## src/cmmbc_pkg.sv

```systemverilog
// Shared constants and types for the minimum-mode bus control block
package cmmbc_pkg;
   // Bus cycle states; LEAD is the T4 that precedes T1 and carries the new status
   typedef enum logic [2:0] {
      ST_IDLE = 3'b000,
      ST_LEAD = 3'b001,
      ST_T1 = 3'b010,
      ST_T2 = 3'b011,
      ST_T3 = 3'b100,
      ST_TW = 3'b101,
      ST_T4 = 3'b110,
      ST_HOLD = 3'b111
   } cmmbc_state_t;

   // Bus cycle kinds requested by the core
   typedef enum logic [2:0] {
      KIND_MEM_RD = 3'b000,
      KIND_MEM_WR = 3'b001,
      KIND_IO_RD = 3'b010,
      KIND_IO_WR = 3'b011,
      KIND_IRQ_ACK_STROBE_N = 3'b100
   } cmmbc_kind_t;

   localparam int unsigned SYNC_STAGES = 3;
   localparam int unsigned PIN_COUNT = 7;
   // Bit positions of the conditioned pins
   localparam int unsigned PIN_MASKABLE_IRQ_IN = 0;
   localparam int unsigned PIN_NMI = 1;
   localparam int unsigned PIN_TEST_N = 2;
   localparam int unsigned PIN_HOLD = 3;
   localparam int unsigned PIN_READY = 4;
   localparam int unsigned PIN_RESET = 5;
   localparam int unsigned PIN_MODE = 6;
   localparam logic [PIN_COUNT-1:0] PIN_RESET_VAL = 7'h24;
   localparam logic [7:0] NMI_TYPE = 8'h02;
   localparam int unsigned VEC_W = 10;
   localparam logic [VEC_W-1:0] VEC_RESET = 10'h000;
   localparam logic MEM_IO_FLOAT = 1'b1;
endpackage : cmmbc_pkg

```

## src/cmmbc_pins_if.sv

```systemverilog
// Conditioned pin levels passed from the input stage to the bus controller
`timescale 1ns/1ps
interface cmmbc_pins_if;
   logic maskable_irq_in_lvl;
   logic nmi_edge;
   logic test_low;
   logic hold_lvl;
   logic ready_lvl;
   logic reset_lvl;
   logic mode_min;
   modport producer (output maskable_irq_in_lvl, nmi_edge, test_low, hold_lvl, ready_lvl, reset_lvl,
      mode_min);
   modport consumer (input maskable_irq_in_lvl, nmi_edge, test_low, hold_lvl, ready_lvl, reset_lvl,
      mode_min);
endinterface : cmmbc_pins_if

```

## src/cmmbc_top.sv

```systemverilog
// Minimum-mode bus cycle sequencer, strobes, hold handshake and interrupt sampling
`timescale 1ns/1ps
module cmmbc_top
   import cmmbc_pkg::*;
(
   // Clock and reset
   input wire logic clk_sys,
   input wire logic rst_n,
   input wire logic clk_en,
   // Device pins in
   input wire logic maskable_irq_in,
   input wire logic nmi_in,
   input wire logic test_n_in,
   input wire logic hold_in,
   input wire logic ready_in,
   input wire logic reset_in,
   input wire logic bus_mode_select,
   // Core side
   input wire logic cyc_req,
   input wire cmmbc_kind_t cyc_kind,
   input wire logic instr_last,
   input wire logic irq_enable,
   input wire logic wait_instr,
   input wire logic [7:0] ack_type_in,
   // Device pins out
   output logic mem_io_o,
   output logic mem_io_oe_n,
   output logic wr_n_o,
   output logic wr_oe_n,
   output logic irq_ack_strobe_n,
   output logic ale_o,
   output logic bus_grant_ack,
   // Core status
   output logic cyc_done,
   output logic maskable_irq_in_take,
   output logic nmi_take,
   output logic [VEC_W-1:0] vector_addr,
   output logic wait_stall,
   output logic core_reset
);
   cmmbc_pins_if pins ();

   cmmbc_in_cond u_in_cond (
      .clk_sys(clk_sys),
      .rst_n(rst_n),
      .clk_en(clk_en),
      .pins_raw({bus_mode_select, reset_in, ready_in, hold_in, test_n_in, nmi_in,
         maskable_irq_in}),
      .pins(pins)
   );

   cmmbc_state_t state_q, state_d;
   cmmbc_kind_t kind_q, kind_d;
   logic mem_io_q, mem_io_d, float_q, float_d, wr_n_q, wr_n_d, irq_ack_strobe_n_n_q, irq_ack_strobe_n_n_d;
   logic ale_q, ale_d, grant_q, grant_d, done_q, done_d;
   logic nmi_pend_q, nmi_pend_d, maskable_irq_in_take_q, maskable_irq_in_take_d, nmi_take_q, nmi_take_d;
   logic [VEC_W-1:0] vec_q, vec_d;
   logic stall_q, stall_d, creset_q, creset_d;
   logic strobe_win, is_write;

   // Bus sequencer
   always_comb begin
      state_d = state_q;
      kind_d = kind_q;
      case (state_q)
         ST_IDLE: begin
            // grant only from idle or T4
            if (pins.hold_lvl) begin
               state_d = ST_HOLD;
            end else if (cyc_req) begin
               state_d = ST_LEAD;
               kind_d = cyc_kind;
            end
         end
         ST_LEAD: state_d = ST_T1;
         ST_T1: state_d = ST_T2;
         ST_T2: state_d = ST_T3;
         // wait states while ready is low
         ST_T3, ST_TW: state_d = pins.ready_lvl ? ST_T4 : ST_TW;
         ST_T4: begin
            if (pins.hold_lvl) begin
               state_d = ST_HOLD;
            end else if (cyc_req) begin
               state_d = ST_LEAD;
               kind_d = cyc_kind;
            end else begin
               state_d = ST_IDLE;
            end
         end
         ST_HOLD: state_d = pins.hold_lvl ? ST_HOLD : ST_IDLE;
         default: state_d = ST_IDLE;
      endcase
      // reset abandons whatever is in progress
      if (pins.reset_lvl) begin
         state_d = ST_IDLE;
         kind_d = KIND_MEM_RD;
      end
   end

   // Strobes computed from the next state so the pins come straight off flops
   always_comb begin
      strobe_win = (state_d == ST_T2) || (state_d == ST_T3) || (state_d == ST_TW);
      is_write = (kind_d == KIND_MEM_WR) || (kind_d == KIND_IO_WR);
      // latch enable only in T1, minimum mode only
      ale_d = pins.mode_min && (state_d == ST_T1);
      wr_n_d = !(pins.mode_min && strobe_win && is_write);
      irq_ack_strobe_n_n_d = !(pins.mode_min && strobe_win && (kind_d == KIND_IRQ_ACK_STROBE_N));
      grant_d = (state_d == ST_HOLD);
      float_d = grant_d;
      // status set entering the leading T4, held to the final T4
      mem_io_d = mem_io_q;
      if (state_d == ST_LEAD) begin
         mem_io_d = (kind_d == KIND_MEM_RD) || (kind_d == KIND_MEM_WR);
      end
      if (grant_d) begin
         mem_io_d = MEM_IO_FLOAT;
      end
      done_d = (state_d == ST_T4);
   end

   // Interrupt sampling, vectoring and wait stall
   always_comb begin
      // edge held pending; a new edge beats the clear
      nmi_pend_d = pins.nmi_edge | (nmi_pend_q & ~(instr_last & nmi_pend_q));
      // non-maskable wins and ignores the enable
      nmi_take_d = instr_last && nmi_pend_q;
      // sample only on the last clock
      maskable_irq_in_take_d = instr_last && !nmi_pend_q && pins.maskable_irq_in_lvl && irq_enable;
      vec_d = vec_q;
      // table entry is four bytes per type
      if (nmi_take_d) begin
         vec_d = {NMI_TYPE, 2'b00};
      end else if ((state_q == ST_T4) && (kind_q == KIND_IRQ_ACK_STROBE_N)) begin
         vec_d = {ack_type_in, 2'b00};
      end
      stall_d = wait_instr && !pins.test_low;
      creset_d = pins.reset_lvl;
      if (pins.reset_lvl) begin
         nmi_pend_d = 1'b0;
         nmi_take_d = 1'b0;
         maskable_irq_in_take_d = 1'b0;
         stall_d = 1'b0;
      end
   end

   always_ff @(posedge clk_sys or negedge rst_n) begin
      if (!rst_n) begin
         state_q <= ST_IDLE;
         kind_q <= KIND_MEM_RD;
         mem_io_q <= MEM_IO_FLOAT;
         float_q <= 1'b0;
         wr_n_q <= 1'b1;
         irq_ack_strobe_n_n_q <= 1'b1;
         ale_q <= 1'b0;
         grant_q <= 1'b0;
         done_q <= 1'b0;
         nmi_pend_q <= 1'b0;
         nmi_take_q <= 1'b0;
         maskable_irq_in_take_q <= 1'b0;
         vec_q <= VEC_RESET;
         stall_q <= 1'b0;
         creset_q <= 1'b1;
      end else if (clk_en) begin
         state_q <= state_d;
         kind_q <= kind_d;
         mem_io_q <= mem_io_d;
         float_q <= float_d;
         wr_n_q <= wr_n_d;
         irq_ack_strobe_n_n_q <= irq_ack_strobe_n_n_d;
         ale_q <= ale_d;
         grant_q <= grant_d;
         done_q <= done_d;
         nmi_pend_q <= nmi_pend_d;
         nmi_take_q <= nmi_take_d;
         maskable_irq_in_take_q <= maskable_irq_in_take_d;
         vec_q <= vec_d;
         stall_q <= stall_d;
         creset_q <= creset_d;
      end
   end

   assign mem_io_o = mem_io_q;
   assign mem_io_oe_n = float_q;
   assign wr_n_o = wr_n_q;
   assign wr_oe_n = float_q;
   assign irq_ack_strobe_n = irq_ack_strobe_n_n_q;
   assign ale_o = ale_q;
   assign bus_grant_ack = grant_q;
   assign cyc_done = done_q;
   assign maskable_irq_in_take = maskable_irq_in_take_q;
   assign nmi_take = nmi_take_q;
   assign vector_addr = vec_q;
   assign wait_stall = stall_q;
   assign core_reset = creset_q;

   a_ale_t1_only: assert property (@(posedge clk_sys) disable iff (!rst_n)
      ale_o |-> (state_q == ST_T1) && !bus_grant_ack) else $error("ALE outside T1");
   a_ale_then_t2: assert property (@(posedge clk_sys) disable iff (!rst_n)
      (ale_o && clk_en && !pins.reset_lvl) |=> (state_q == ST_T2))
      else $error("T1 not followed by T2");
   a_wr_window: assert property (@(posedge clk_sys) disable iff (!rst_n)
      !wr_n_o |-> (state_q inside {ST_T2, ST_T3, ST_TW}) && kind_q inside {KIND_MEM_WR,
      KIND_IO_WR}) else $error("Write strobe outside its window");
   a_irq_ack_strobe_n_window: assert property (@(posedge clk_sys) disable iff (!rst_n)
      !irq_ack_strobe_n |-> (state_q inside {ST_T2, ST_T3, ST_TW}) && kind_q == KIND_IRQ_ACK_STROBE_N)
      else $error("Ack strobe outside its window");
   a_grant_float: assert property (@(posedge clk_sys) disable iff (!rst_n)
      bus_grant_ack |-> mem_io_oe_n && wr_oe_n && mem_io_o && wr_n_o)
      else $error("Lines driven while granted");
   a_grant_entry: assert property (@(posedge clk_sys) disable iff (!rst_n)
      $rose(bus_grant_ack) |-> $past(state_q) inside {ST_IDLE, ST_T4})
      else $error("Grant outside T4 or idle");
   a_wait_ready: assert property (@(posedge clk_sys) disable iff (!rst_n)
      (state_q == ST_TW && clk_en && !pins.ready_lvl && !pins.reset_lvl) |=> state_q == ST_TW)
      else $error("Left wait state without ready");
   a_mem_io_hold: assert property (@(posedge clk_sys) disable iff (!rst_n)
      (state_q inside {ST_T1, ST_T2, ST_T3, ST_TW, ST_T4} && !$past(pins.reset_lvl))
      |-> $stable(mem_io_o)) else $error("Memory/IO select changed mid cycle");
   a_nmi_vector: assert property (@(posedge clk_sys) disable iff (!rst_n)
      nmi_take |-> vector_addr == {NMI_TYPE, 2'b00}) else $error("Wrong NMI vector");
   a_maskable_irq_in_masked: assert property (@(posedge clk_sys) disable iff (!rst_n)
      (clk_en && !irq_enable) |=> !maskable_irq_in_take) else $error("Masked request taken");
   a_reset_idle: assert property (@(posedge clk_sys) disable iff (!rst_n)
      (clk_en && pins.reset_lvl) |=> state_q == ST_IDLE && wr_n_o && irq_ack_strobe_n)
      else $error("Cycle survived reset");
endmodule : cmmbc_top

```

## src/cmmbc_in_cond.sv

```systemverilog
// Three-stage pin synchronisers with agreement filter and NMI edge detect
`timescale 1ns/1ps
module cmmbc_in_cond
   import cmmbc_pkg::*;
(
   // Clock and reset
   input wire logic clk_sys,
   input wire logic rst_n,
   input wire logic clk_en,
   // Raw pins
   input wire logic [PIN_COUNT-1:0] pins_raw,
   // Conditioned levels
   cmmbc_pins_if.producer pins
);
   logic [PIN_COUNT-1:0] s1_q, s2_q, s3_q, lvl_q, lvl_d;
   logic nmi_edge_q, nmi_edge_d;

   genvar gi;
   generate
      for (gi = 0; gi < PIN_COUNT; gi++) begin : g_pin
         // A change counts only once stages two and three agree
         always_comb begin
            lvl_d[gi] = (s2_q[gi] == s3_q[gi]) ? s3_q[gi] : lvl_q[gi];
         end
      end
   endgenerate

   always_comb begin
      nmi_edge_d = lvl_d[PIN_NMI] & ~lvl_q[PIN_NMI];
   end

   always_ff @(posedge clk_sys or negedge rst_n) begin
      if (!rst_n) begin
         s1_q <= PIN_RESET_VAL;
         s2_q <= PIN_RESET_VAL;
         s3_q <= PIN_RESET_VAL;
         lvl_q <= PIN_RESET_VAL;
         nmi_edge_q <= 1'b0;
      end else if (clk_en) begin
         s1_q <= pins_raw;
         s2_q <= s1_q;
         s3_q <= s2_q;
         lvl_q <= lvl_d;
         nmi_edge_q <= nmi_edge_d;
      end
   end

   assign pins.maskable_irq_in_lvl = lvl_q[PIN_MASKABLE_IRQ_IN];
   assign pins.nmi_edge = nmi_edge_q;
   // test sampled every clock on the rising edge
   assign pins.test_low = ~lvl_q[PIN_TEST_N];
   assign pins.hold_lvl = lvl_q[PIN_HOLD];
   assign pins.ready_lvl = lvl_q[PIN_READY];
   assign pins.reset_lvl = lvl_q[PIN_RESET];
   assign pins.mode_min = lvl_q[PIN_MODE];
endmodule : cmmbc_in_cond

```

## config.mk

```make
export PLATFORM = sky130hd
export DESIGN_NAME = cmmbc_top
export DESIGN_NICKNAME = d
export VERILOG_FILES = /design/src/cmmbc_pkg.sv /design/src/cmmbc_pins_if.sv /design/src/cmmbc_top.sv /design/src/cmmbc_in_cond.sv
export SDC_FILE = /design/constraint.sdc
export NUM_CORES = 1
export LEC_CHECK = 0
export BUFFER_PORTS_ARGS = -buffer_cell sky130_fd_sc_hd__buf_2
export CAP_MARGIN = 5
export CORE_MARGIN = 2
export CORE_UTILIZATION = 55
export DETAILED_ROUTE_END_ITERATION = 16
export PLACE_DENSITY_LB_ADDON = 0.12
export SLEW_MARGIN = 30
export SYNTH_ARGS = -nofsm -noshare
export SYNTH_HDL_FRONTEND = slang
export SYNTH_SLANG_ARGS = --single-unit
```

## constraint.sdc

```tcl
create_clock -name clk_sys -period 2 [get_ports clk_sys]
set_input_delay 0.2 -clock clk_sys [delete_from_list [all_inputs] [get_ports clk_sys]]
set_output_delay 0.2 -clock clk_sys [all_outputs]
set_load 0.02 [all_outputs]
```

-- Word level (Yosys, flattened, before mapping)
Cells that the tools add are included.
- equal/unequal tests: 25
- mux-type cells: 21
- bitwise gates (word level): 6
- reduce and logical (&&, ||, !) cells: 31
- operators with widths (operator ; number):
    3-bit == test (second input constant) ; 10
    3-bit 2-to-1 mux ; 9
    3-bit one-hot mux with 7 select lines ; 1
    10-bit 2-to-1 mux ; 2
    2-bit AND reduction ; 8
    3-bit by 2-bit == test with 1-bit output (second input constant) ; 5
    1-bit logical AND ; 10
    3-bit by 1-bit == test with 1-bit output (second input constant) ; 3
    1-bit 2-to-1 mux ; 8
    1-bit == test ; 7
    3-bit logical NOT ; 2
    1-bit logical OR ; 4
    2-bit nonzero test ; 2
    2-bit OR reduction ; 2
    1-bit bitwise AND ; 3
    1-bit logical NOT ; 3
    2-bit 2-to-1 mux ; 1
    1-bit NOT ; 2
    1-bit OR ; 1
- bits in registers: 56
- input bits: 25
- output and inout port bits: 22
- word-level logic and storage cells: 108

-- Depth between registers and ports, before layout
Gate-level depths: netlist of run 1.
- word-level depth: 10
- depth in mapped cells: 7
- gate-level depth less buffers: 5

-- Cells and area by module
From an unflattened synthesis of run 1, not the netlist that was laid out.
- cells, all modules: 227
- area total of the unflattened synthesis: 2606.2 um2
- by module, submodules not included (module ; times used ; cells each ; area an instance (um2) ; sequential area each (um2)):
    cmmbc_top ; 1 ; 138 ; 1430.1 ; 630.6
    cmmbc_in_cond ; 1 ; 89 ; 1176.1 ; 735.7

-- Worst setup path before layout of run 1
OpenSTA, ideal clock, no wires.
- path kind: register -> register
- start point: reg state_q[1]
- end point: reg ale_q (netlist: ale_o)
- library setup time: 125 ps
- arrival: 1598 ps
- required time: 1875 ps
- slack: 278 ps
- cell stages (with the launch flop): 6
- buffers on the path: 0
- clock period less this slack: 1722 ps
- path through: dfrtp_1 -> or3b_1 -> o21a_1 -> a221oi_4 -> nor4bb_1 -> mux2_2
- longest elaborated chain between the ends: 6
- elaborated cells between the ends (all ways): 15
- classes of those cells: 8 x eq/ne; 4 x mux; 3 x reduce/logical
- ends and longest elaborated chain (what ; line ; source):
    from (decl) ; cmmbc_top.sv:52 ; cmmbc_state_t state_q, state_d;
    from (signal assigned) ; cmmbc_top.sv:164 ; state_q <= state_d;
    3-bit == test / 3-bit 2-to-1 mux (equally long branches) ; cmmbc_top.sv:65, cmmbc_top.sv:70 ;
    2-bit OR reduction / 3-bit 2-to-1 mux (equally long branches) ; cmmbc_top.sv:65, cmmbc_top.sv:68 ;
    3-bit one-hot mux with 7 select lines * ; cmmbc_top.sv:65 ; case (state_q)
    3-bit 2-to-1 mux * ; cmmbc_top.sv:94 ; if (pins.reset_lvl) begin
    3-bit by 2-bit == test with 1-bit output * ; cmmbc_top.sv:105 ; ale_d = pins.mode_min && (state_d == ST_T1);
    1-bit logical AND * ; cmmbc_top.sv:105 ;
    to (signal assigned) ; cmmbc_top.sv:170 ; ale_q <= ale_d;
    to (decl) ; cmmbc_top.sv:55 ; logic ale_q, ale_d, grant_q, grant_d, done_q, done_d;
Mark *: on every way between the ends. The rest lies on a longest branch, timed or not.
A chain may end at the register's enable or synchronous reset.

-- Final worst setup path of run 1
- start point: reg u_in_cond.lvl_q[4]
- end point: reg wr_n_q (netlist: wr_n_o)
- longest elaborated chain between the ends: 9
- elaborated cells between the ends (all ways): 11
- classes of those cells: 3 x eq/ne; 3 x mux; 5 x reduce/logical
- ends and longest elaborated chain (what ; line ; source):
    from (decl) ; cmmbc_in_cond.sv:15 ; logic [PIN_COUNT-1:0] s1_q, s2_q, s3_q, lvl_q, lvl_d;
    from (signal assigned) ; cmmbc_in_cond.sv:43 ; lvl_q <= lvl_d;
    2-bit 2-to-1 mux * ; cmmbc_top.sv:79 ; ST_T3, ST_TW: state_d = pins.ready_lvl ? ST_T4 : ST_TW;
    3-bit one-hot mux with 7 select lines * ; cmmbc_top.sv:65 ;
    3-bit 2-to-1 mux * ; cmmbc_top.sv:94 ;
    3-bit by 2-bit == test with 1-bit output / 3-bit == test (equally long branches) ; cmmbc_top.sv:102 ; strobe_win = (state_d == ST_T2) || (state_d == ST_T3) || (state_d == ST_TW);
    1-bit logical OR ; cmmbc_top.sv:102 ;
    1-bit logical OR * ; cmmbc_top.sv:102 ;
    1-bit logical AND * (2 in a row) ; cmmbc_top.sv:106 ; wr_n_d = !(pins.mode_min && strobe_win && is_write);
    1-bit logical NOT * ; cmmbc_top.sv:106 ;
    to (signal assigned) ; cmmbc_top.sv:168 ; wr_n_q <= wr_n_d;
    to (decl) ; cmmbc_top.sv:54 ; logic mem_io_q, mem_io_d, float_q, float_d, wr_n_q, wr_n_d, irq_ack_strobe_n_n_q, irq_ack_strobe_n_n_d;
Marked as above.

==> summary.txt, run 1 <==
Status
  – Status: completed

STA
  – Min cycle time layout: 1870 ps
  – Max Freq: approximately 540 MHz
  – RSZ-0062 raised after global routing: no
  – Final Cycle Share: 0.934
  – Worst slew margin: 0.622
  – Clk_skew: between 6 and 7 ps
  – TNS Setup: 0 ps
  – Hold Fails Final Rpt: 0
  – Fin. max-slew vios: 0
  – Slew @ Worst Pin: approximately 570 ps
  – Setup slack after layout: between 100 and 150 ps
  – Final setup fails: 0

Synthesis
  – Syn Inst Count: around 240
  – Count leader, synth: dfrtp_1
  – Multiplexer share of the synthesized area: 0.143
  – Largest family of logic cells by synthesized area: multiplexers
  – Post-synthesis sequential area ratio: 0.540
  – Syn avg cell area: between 10 and 15 sq um
  – Main synth FF type: dfrtp_1
  – Cell Area, Synth: between 2000 and 3000 sq um
  – Ranking of synthesized cells by area: dfrtp_1, dfstp_2, mux2_2
  – Post-Synth Adder-Cell Area: 0
  – Post-synth cell types: roughly 40
  – Yosys top cell by area: dfrtp_1
  – Yosys top cell area share: 0.416
  – XOR/XNOR share of the synthesized area: 0.00346
  – Post-synth ARST share: 1.00
  – Yosys warning total: 0
  – Synth cell count leaders: dfrtp_1, mux2_2, a21oi_1, inv_1, nand2_1
  – Synthesis-stage register bit count: 54
  – Post-synth EDFFs: 0
  – Synth Area in Compound Gates: 0.129
  – Simple-gate portion of the synthesized area: 0.120

Die
  – FP Rows: 24
  – Core region area: about 4400 sq um
  – IO Count: between 40 and 50
  – Die height: between 70 and 80 um
  – Die ar.: about 5200 sq um
  – Die width: 71.8 um
  – Starting Density: 0.577

Pwr
  – P_leak: between 1 and 1.5 nW
  – Pwr dens: 1290 nW/um^2
  – Register share of total power: 0.438
  – Clock share of power: 0.185
  – Internal: ~2.4 mW
  – Max VDD drop: between 600 and 700 uV
  – Sw Pwr: about 1.4 mW
  – Sw frac: 0.357
  – Comb power frac: 0.377

Setup path
  – Worst-path cell chain: or3b_1 -> o21a_1 -> a221o_1 -> a31oi_1 -> a21oi_1
  – Crit path launch type: flip-flop
  – CP startpoint: u_in_cond.lvl_q[4]
  – Worst r2r path cells: 5
  – CP peak stage delay: 420 ps
  – Worst setup EP type: flip-flop
  – Slowest stage cell, crit path: dfrtp_1
  – CP arrival: between 2000 and 2500 ps
  – FF-to-FF Start: u_in_cond.lvl_q[4]
  – Max FO, Critical Path: 5
  – CP required: 2230 ps
  – WS Path Type: flip-flop to flip-flop

Route
  – Pre-antenna DRT Iters: 4
  – Antenna-violating nets left: 0
  – Wire per inst: between 10 and 15 um
  – WL final: 4580 um
  – Vias: between 1500 and 2000
  – # DRC: 0
  – Initial DRC count: ~110
  – Vias per cell: approximately 5.5

Global routing
  – Initial antenna violation count: 0
  – Vias in the first global route: around 1700
  – Met3 GRT Util: 0.0464
  – Largest net degree at the start of global routing: 32
  – GRT Max-Usage Layer: met2
  – GRT overflow: 0
  – Global-route track usage on met2: 0.287
  – Global routing usage on met1: 0.250
  – Total track usage: 0.184
  – Wire length of the first global-routing pass: roughly 7500 um

Clocking
  – Clock sinks: 54
  – Postcts setup bufs: 0
  – Clock slew at reported path FFs: 90 ps
  – CTS Buf Count: 5
  – CTS root buf: clkbuf_8
  – CTS tree: done
  – Worst skew pair latency: roughly 300 ps
  – Clock Path Buffers: 2
  – Hold-fix buffer count after cts: 1
  – Cells resized by post-CTS repair: 0
  – Htree depth: 2

Layout
  – Diode count: 0
  – Layout Nets: a little over 300
  – Share of layout cells above drive strength 1: 0.350
  – Fin cells: about 330
  – Area delta synth->final: 16.2%

Hold path
  – WHS Path Cells: 3
  – Hold_sp: ack_type_in[0]
  – Hold WC Path Type: primary input to flip-flop

Placement
  – Dpl hpwl: 3240 um
  – Routability congestion estimate: approximately 0.9
  – Placed cells: about 320
  – Input/output buffers: 44
  – Pre-CTS setup slack: 171 ps

Run
  – Maximum capacitance violations: 0
-- sequential cells by signal, indices dropped and copies added, names as in the netlist --
signal / cells
ale_o: 1
bus_grant_ack: 1
core_reset: 1
cyc_done: 1
irq_ack_strobe_n: 1
kind_q: 3
maskable_irq_in_take: 1
mem_io_o: 1
nmi_pend_q: 1
nmi_take: 1
state_q: 3
u_in_cond.lvl_q: 7
u_in_cond.pins.nmi_edge: 1
u_in_cond.s1_q: 7
u_in_cond.s2_q: 7
u_in_cond.s3_q: 7
vector_addr: 8
wait_stall: 1
wr_n_o: 1
-- layer usage --
layer  share of wire  up-vias
met5               0        -
met4           0.014        0
met3           0.059        7
met2            0.46       52
met1            0.47      871
li1                -      904
-- logic make-up after synthesis --
group,Yosys count
muxes,33
and+or+nand+nor,59
buffers and inverters,36
xor gates and xnor gates,1
other,1
DFF,54
AOI/OAI and AO/OA,51
-- power groups by stage --
stage / combinational [mW] / clock, mW / sequential (mW)
floorplan: 0.950 / 0 / 1.76
global placement: 1.41 / 0 / 1.67
detailed placement: 1.44 / 0 / 1.69
CTS: 1.45 / 0.726 / 1.66
global route: 1.58 / 0.761 / 1.71
finish: 1.43 / 0.703 / 1.67
-- per-stage QoR --
| stage | util | hold slack [ps] | power [mW] | area, sq um |
|---|---|---|---|---|
| floorplan | - | -95.6 | 2.71 | 2530 |
| global placement | 0.644 | 223 | 3.08 | 2820 |
| detailed placement | 0.644 | 226 | 3.12 | 2820 |
| CTS | 0.670 | 113 | 3.84 | 2940 |
| global route | 0.670 | 115 | 4.05 | 2940 |
| finish | 0.670 | 119 | 3.80 | 2940 |
-- layout by cell type (no fill, tap or decap), drive strengths merged, types with 5 or more instances in the layout --
cell type | synthesis | final
dfrtp | 42 | 42
clkbuf | 7 | 7
o22ai | 7 | 7
inv | 18 | 18
nor2 | 14 | 14
nand2b | 10 | 10
o21ai | 5 | 5
dfstp | 12 | 12
a21oi | 21 | 21
mux2i | 7 | 7
a31oi | 6 | 6
mux2 | 26 | 26
buf | 11 | 53
nand2 | 16 | 16
-- worst max-delay path: cells and delay by family (launching register included) --
kind	cells	cell delay [ps]
simple gates	1	420
compound gates	4	960
flops	1	420
-- cell type report --
class | count | area [sq um]
clock buffers | 7 | 76.3
inverters | 18 | 67.6
clock inverters | 1 | 30.0
well taps | 52 | 65.1
flip-flops and latches | 54 | 1370
fillers | 355 | 1450
multi-input cells | 146 | 1010
repair buffers | 54 | 323
-- path summary, 6_finish.rpt --
kind	to	slack, ps
max	wr_n_o	130
max in group asynchronous	u_in_cond.s2_q[5]	940
min reg2reg	u_in_cond.lvl_q[3]	500
min in group asynchronous	kind_q[0]	430
min	vector_addr[2]	120
max reg2reg	wr_n_o	130
No activity file was read; power rests on OpenSTA's default activity.
==> run 2: changes to the inputs <==
==> constraint.sdc (replaced) <==
create_clock -name clk_sys -period 2 [get_ports clk_sys]
set_input_delay 0.5 -clock clk_sys [delete_from_list [all_inputs] [get_ports clk_sys]]
set_output_delay 0.5 -clock clk_sys [all_outputs]
set_load 0.02 [all_outputs]
==> summary.txt, run 2 (same netlist as run 1, synthesis figures left out) <==
Global routing
  – Initial antenna violation count: 0
  – Global-route track usage on met2: 0.294
  – GRT Max-Usage Layer: met2
  – GRT overflow: 0
  – Total track usage: 0.186
  – Largest net degree at the start of global routing: 55
  – Vias in the first global route: 1702
  – Wire length of the first global-routing pass: around 7600 um
  – Global routing usage on met1: 0.265
  – Met3 GRT Util: 0.0422

STA
  – Final Cycle Share: 0.921
  – Final setup fails: 0
  – RSZ-0062 raised after global routing: no
  – Clk_skew: between 9 and 10 ps
  – Max Freq: roughly 540 MHz
  – Min cycle time layout: 1840 ps
  – Hold Fails Final Rpt: 0
  – Fin. max-slew vios: 0
  – TNS Setup: 0 ps
  – Hold slack final: 154 ps

Die
  – FP Rows: 24
  – Die width: a little over 70 um
  – Die ar.: between 5000 and 6000 sq um
  – Core region area: around 4400 sq um
  – IO Count: between 40 and 50
  – Starting Density: 0.577
  – Die height: 71.8 um

Clocking
  – Cells resized by post-CTS repair: 0
  – Htree depth: 2
  – CTS Buf Count: 5
  – CTS tree: done
  – Worst skew pair latency: around 300 ps
  – Postcts setup bufs: 0
  – Hold-fix buffer count after cts: 0
  – Clock Path Buffers: 2
  – Clock sinks: 54
  – CTS root buf: clkbuf_8
  – Clock slew at reported path FFs: ~100 ps

Route
  – Antenna-violating nets left: 0
  – WL final: about 4400 um
  – # DRC: 0
  – Wire per inst: 13.1 um
  – Vias: around 1800
  – Vias per cell: between 5 and 6
  – Initial DRC count: 105
  – Pre-antenna DRT Iters: 4

Setup path
  – CP startpoint: u_in_cond.lvl_q[4]
  – Crit path launch type: flip-flop
  – Top delay family on crit path: compound AO/OA/AOI/OAI gates
  – CP required: around 2200 ps
  – Max FO, Critical Path: 5
  – FF-to-FF Start: u_in_cond.lvl_q[4]
  – Worst-path cell chain: or3b_1 -> o21a_1 -> a221oi_4 -> nor4bb_1 -> mux2_2
  – CP peak stage delay: between 400 and 500 ps
  – WS Path Type: flip-flop to flip-flop
  – Slowest stage cell, crit path: dfrtp_1
  – Worst setup EP type: flip-flop
  – WP buf/inv: 0
  – CP arrival: between 2000 and 2500 ps

Layout
  – Design Area, Final: approximately 2900 sq um
  – Area delta synth->final: 16.1%
  – Diode count: 0
  – Commonest non-fill, non-tap cell in the layout: buf_2
  – Most frequent cells in the layout: buf_2, dfrtp_1, mux2_2
  – Share of layout cells above drive strength 1: 0.363
  – Layout Nets: slightly above 300
  – Max reg flops: 8

Hold path
  – Hold WC Path Type: primary input to asynchronous set/reset pin

Pwr
  – Overall Power: between 3 and 4 mW
  – Pwr dens: 1270 nW/um^2
  – Max VDD drop: about 520 uV
  – P_leak: between 1 and 1.5 nW

Placement
  – Placed cell areas: roughly 2800 sq um
  – Input/output buffers: 44
  – Routability congestion estimate: ~0.87
  – Dpl hpwl: 3080 um

Status
  – Status: completed

Run
  – Maximum capacitance violations: 0
-- run 2: changes by cell type in the layout (fill, tap and decap cells not counted) --
cell           change
buf_4              +2
clkbuf_1           -2
bufinv_16          -1
clkbuf_8           +1
clkinvlp_4         +1
dlygate4sd3_1      -1
inv_6              +1
-- run 2: metrics by stage --
step	util	setup WS [ps]	instances
floorplan	-	278	236
global route	0.670	83.7	333
CTS	0.670	166	333
finish	0.670	158	333
global placement	0.647	200	325
detailed placement	0.647	170	325
-- run 2: where the power goes --
group	total (mW)	internal (mW)	switching [mW]
combinational	1.43	0.647	0.785
sequential	1.66	1.43	0.235
clock	0.645	0.286	0.359
total	3.74	2.36	1.38
-- run 2: path summary, 6_finish.rpt --
| check | endpoint | slack [ps] | depth (start not counted) |
|---|---|---|---|
| setup / recovery | ale_o | 160 | 5 |
| hold / removal | state_q[0] | 150 | 2 |
| setup reg to reg | ale_o | 160 | 5 |
| hold reg to reg | u_in_cond.lvl_q[4] | 500 | 2 |
| max in group asynchronous | u_in_cond.s2_q[5] | 1530 | 2 |
| min in group clk_sys | maskable_irq_in_take | 420 | 3 |
-- run 2: layout make-up --
| class | instances | area, sq um |
|---|---|---|
| Clock buffer | 6 | 82.6 |
| Inverter | 18 | 67.6 |
| Tap cell | 52 | 65.1 |
| Sequential cell | 54 | 1370 |
| Multi-Input combinational cell | 146 | 1010 |
| Clock inverter | 2 | 16.3 |
| Timing Repair Buffer | 55 | 328 |
| Fill cell | 347 | 1450 |
-- run 2: layer usage --
metal / vias to the layer above / part of all wire
li1: 899 / -
met1: 875 / 0.46
met2: 61 / 0.48
met3: 5 / 0.058
met4: 0 / 0.0057
met5: - / 0
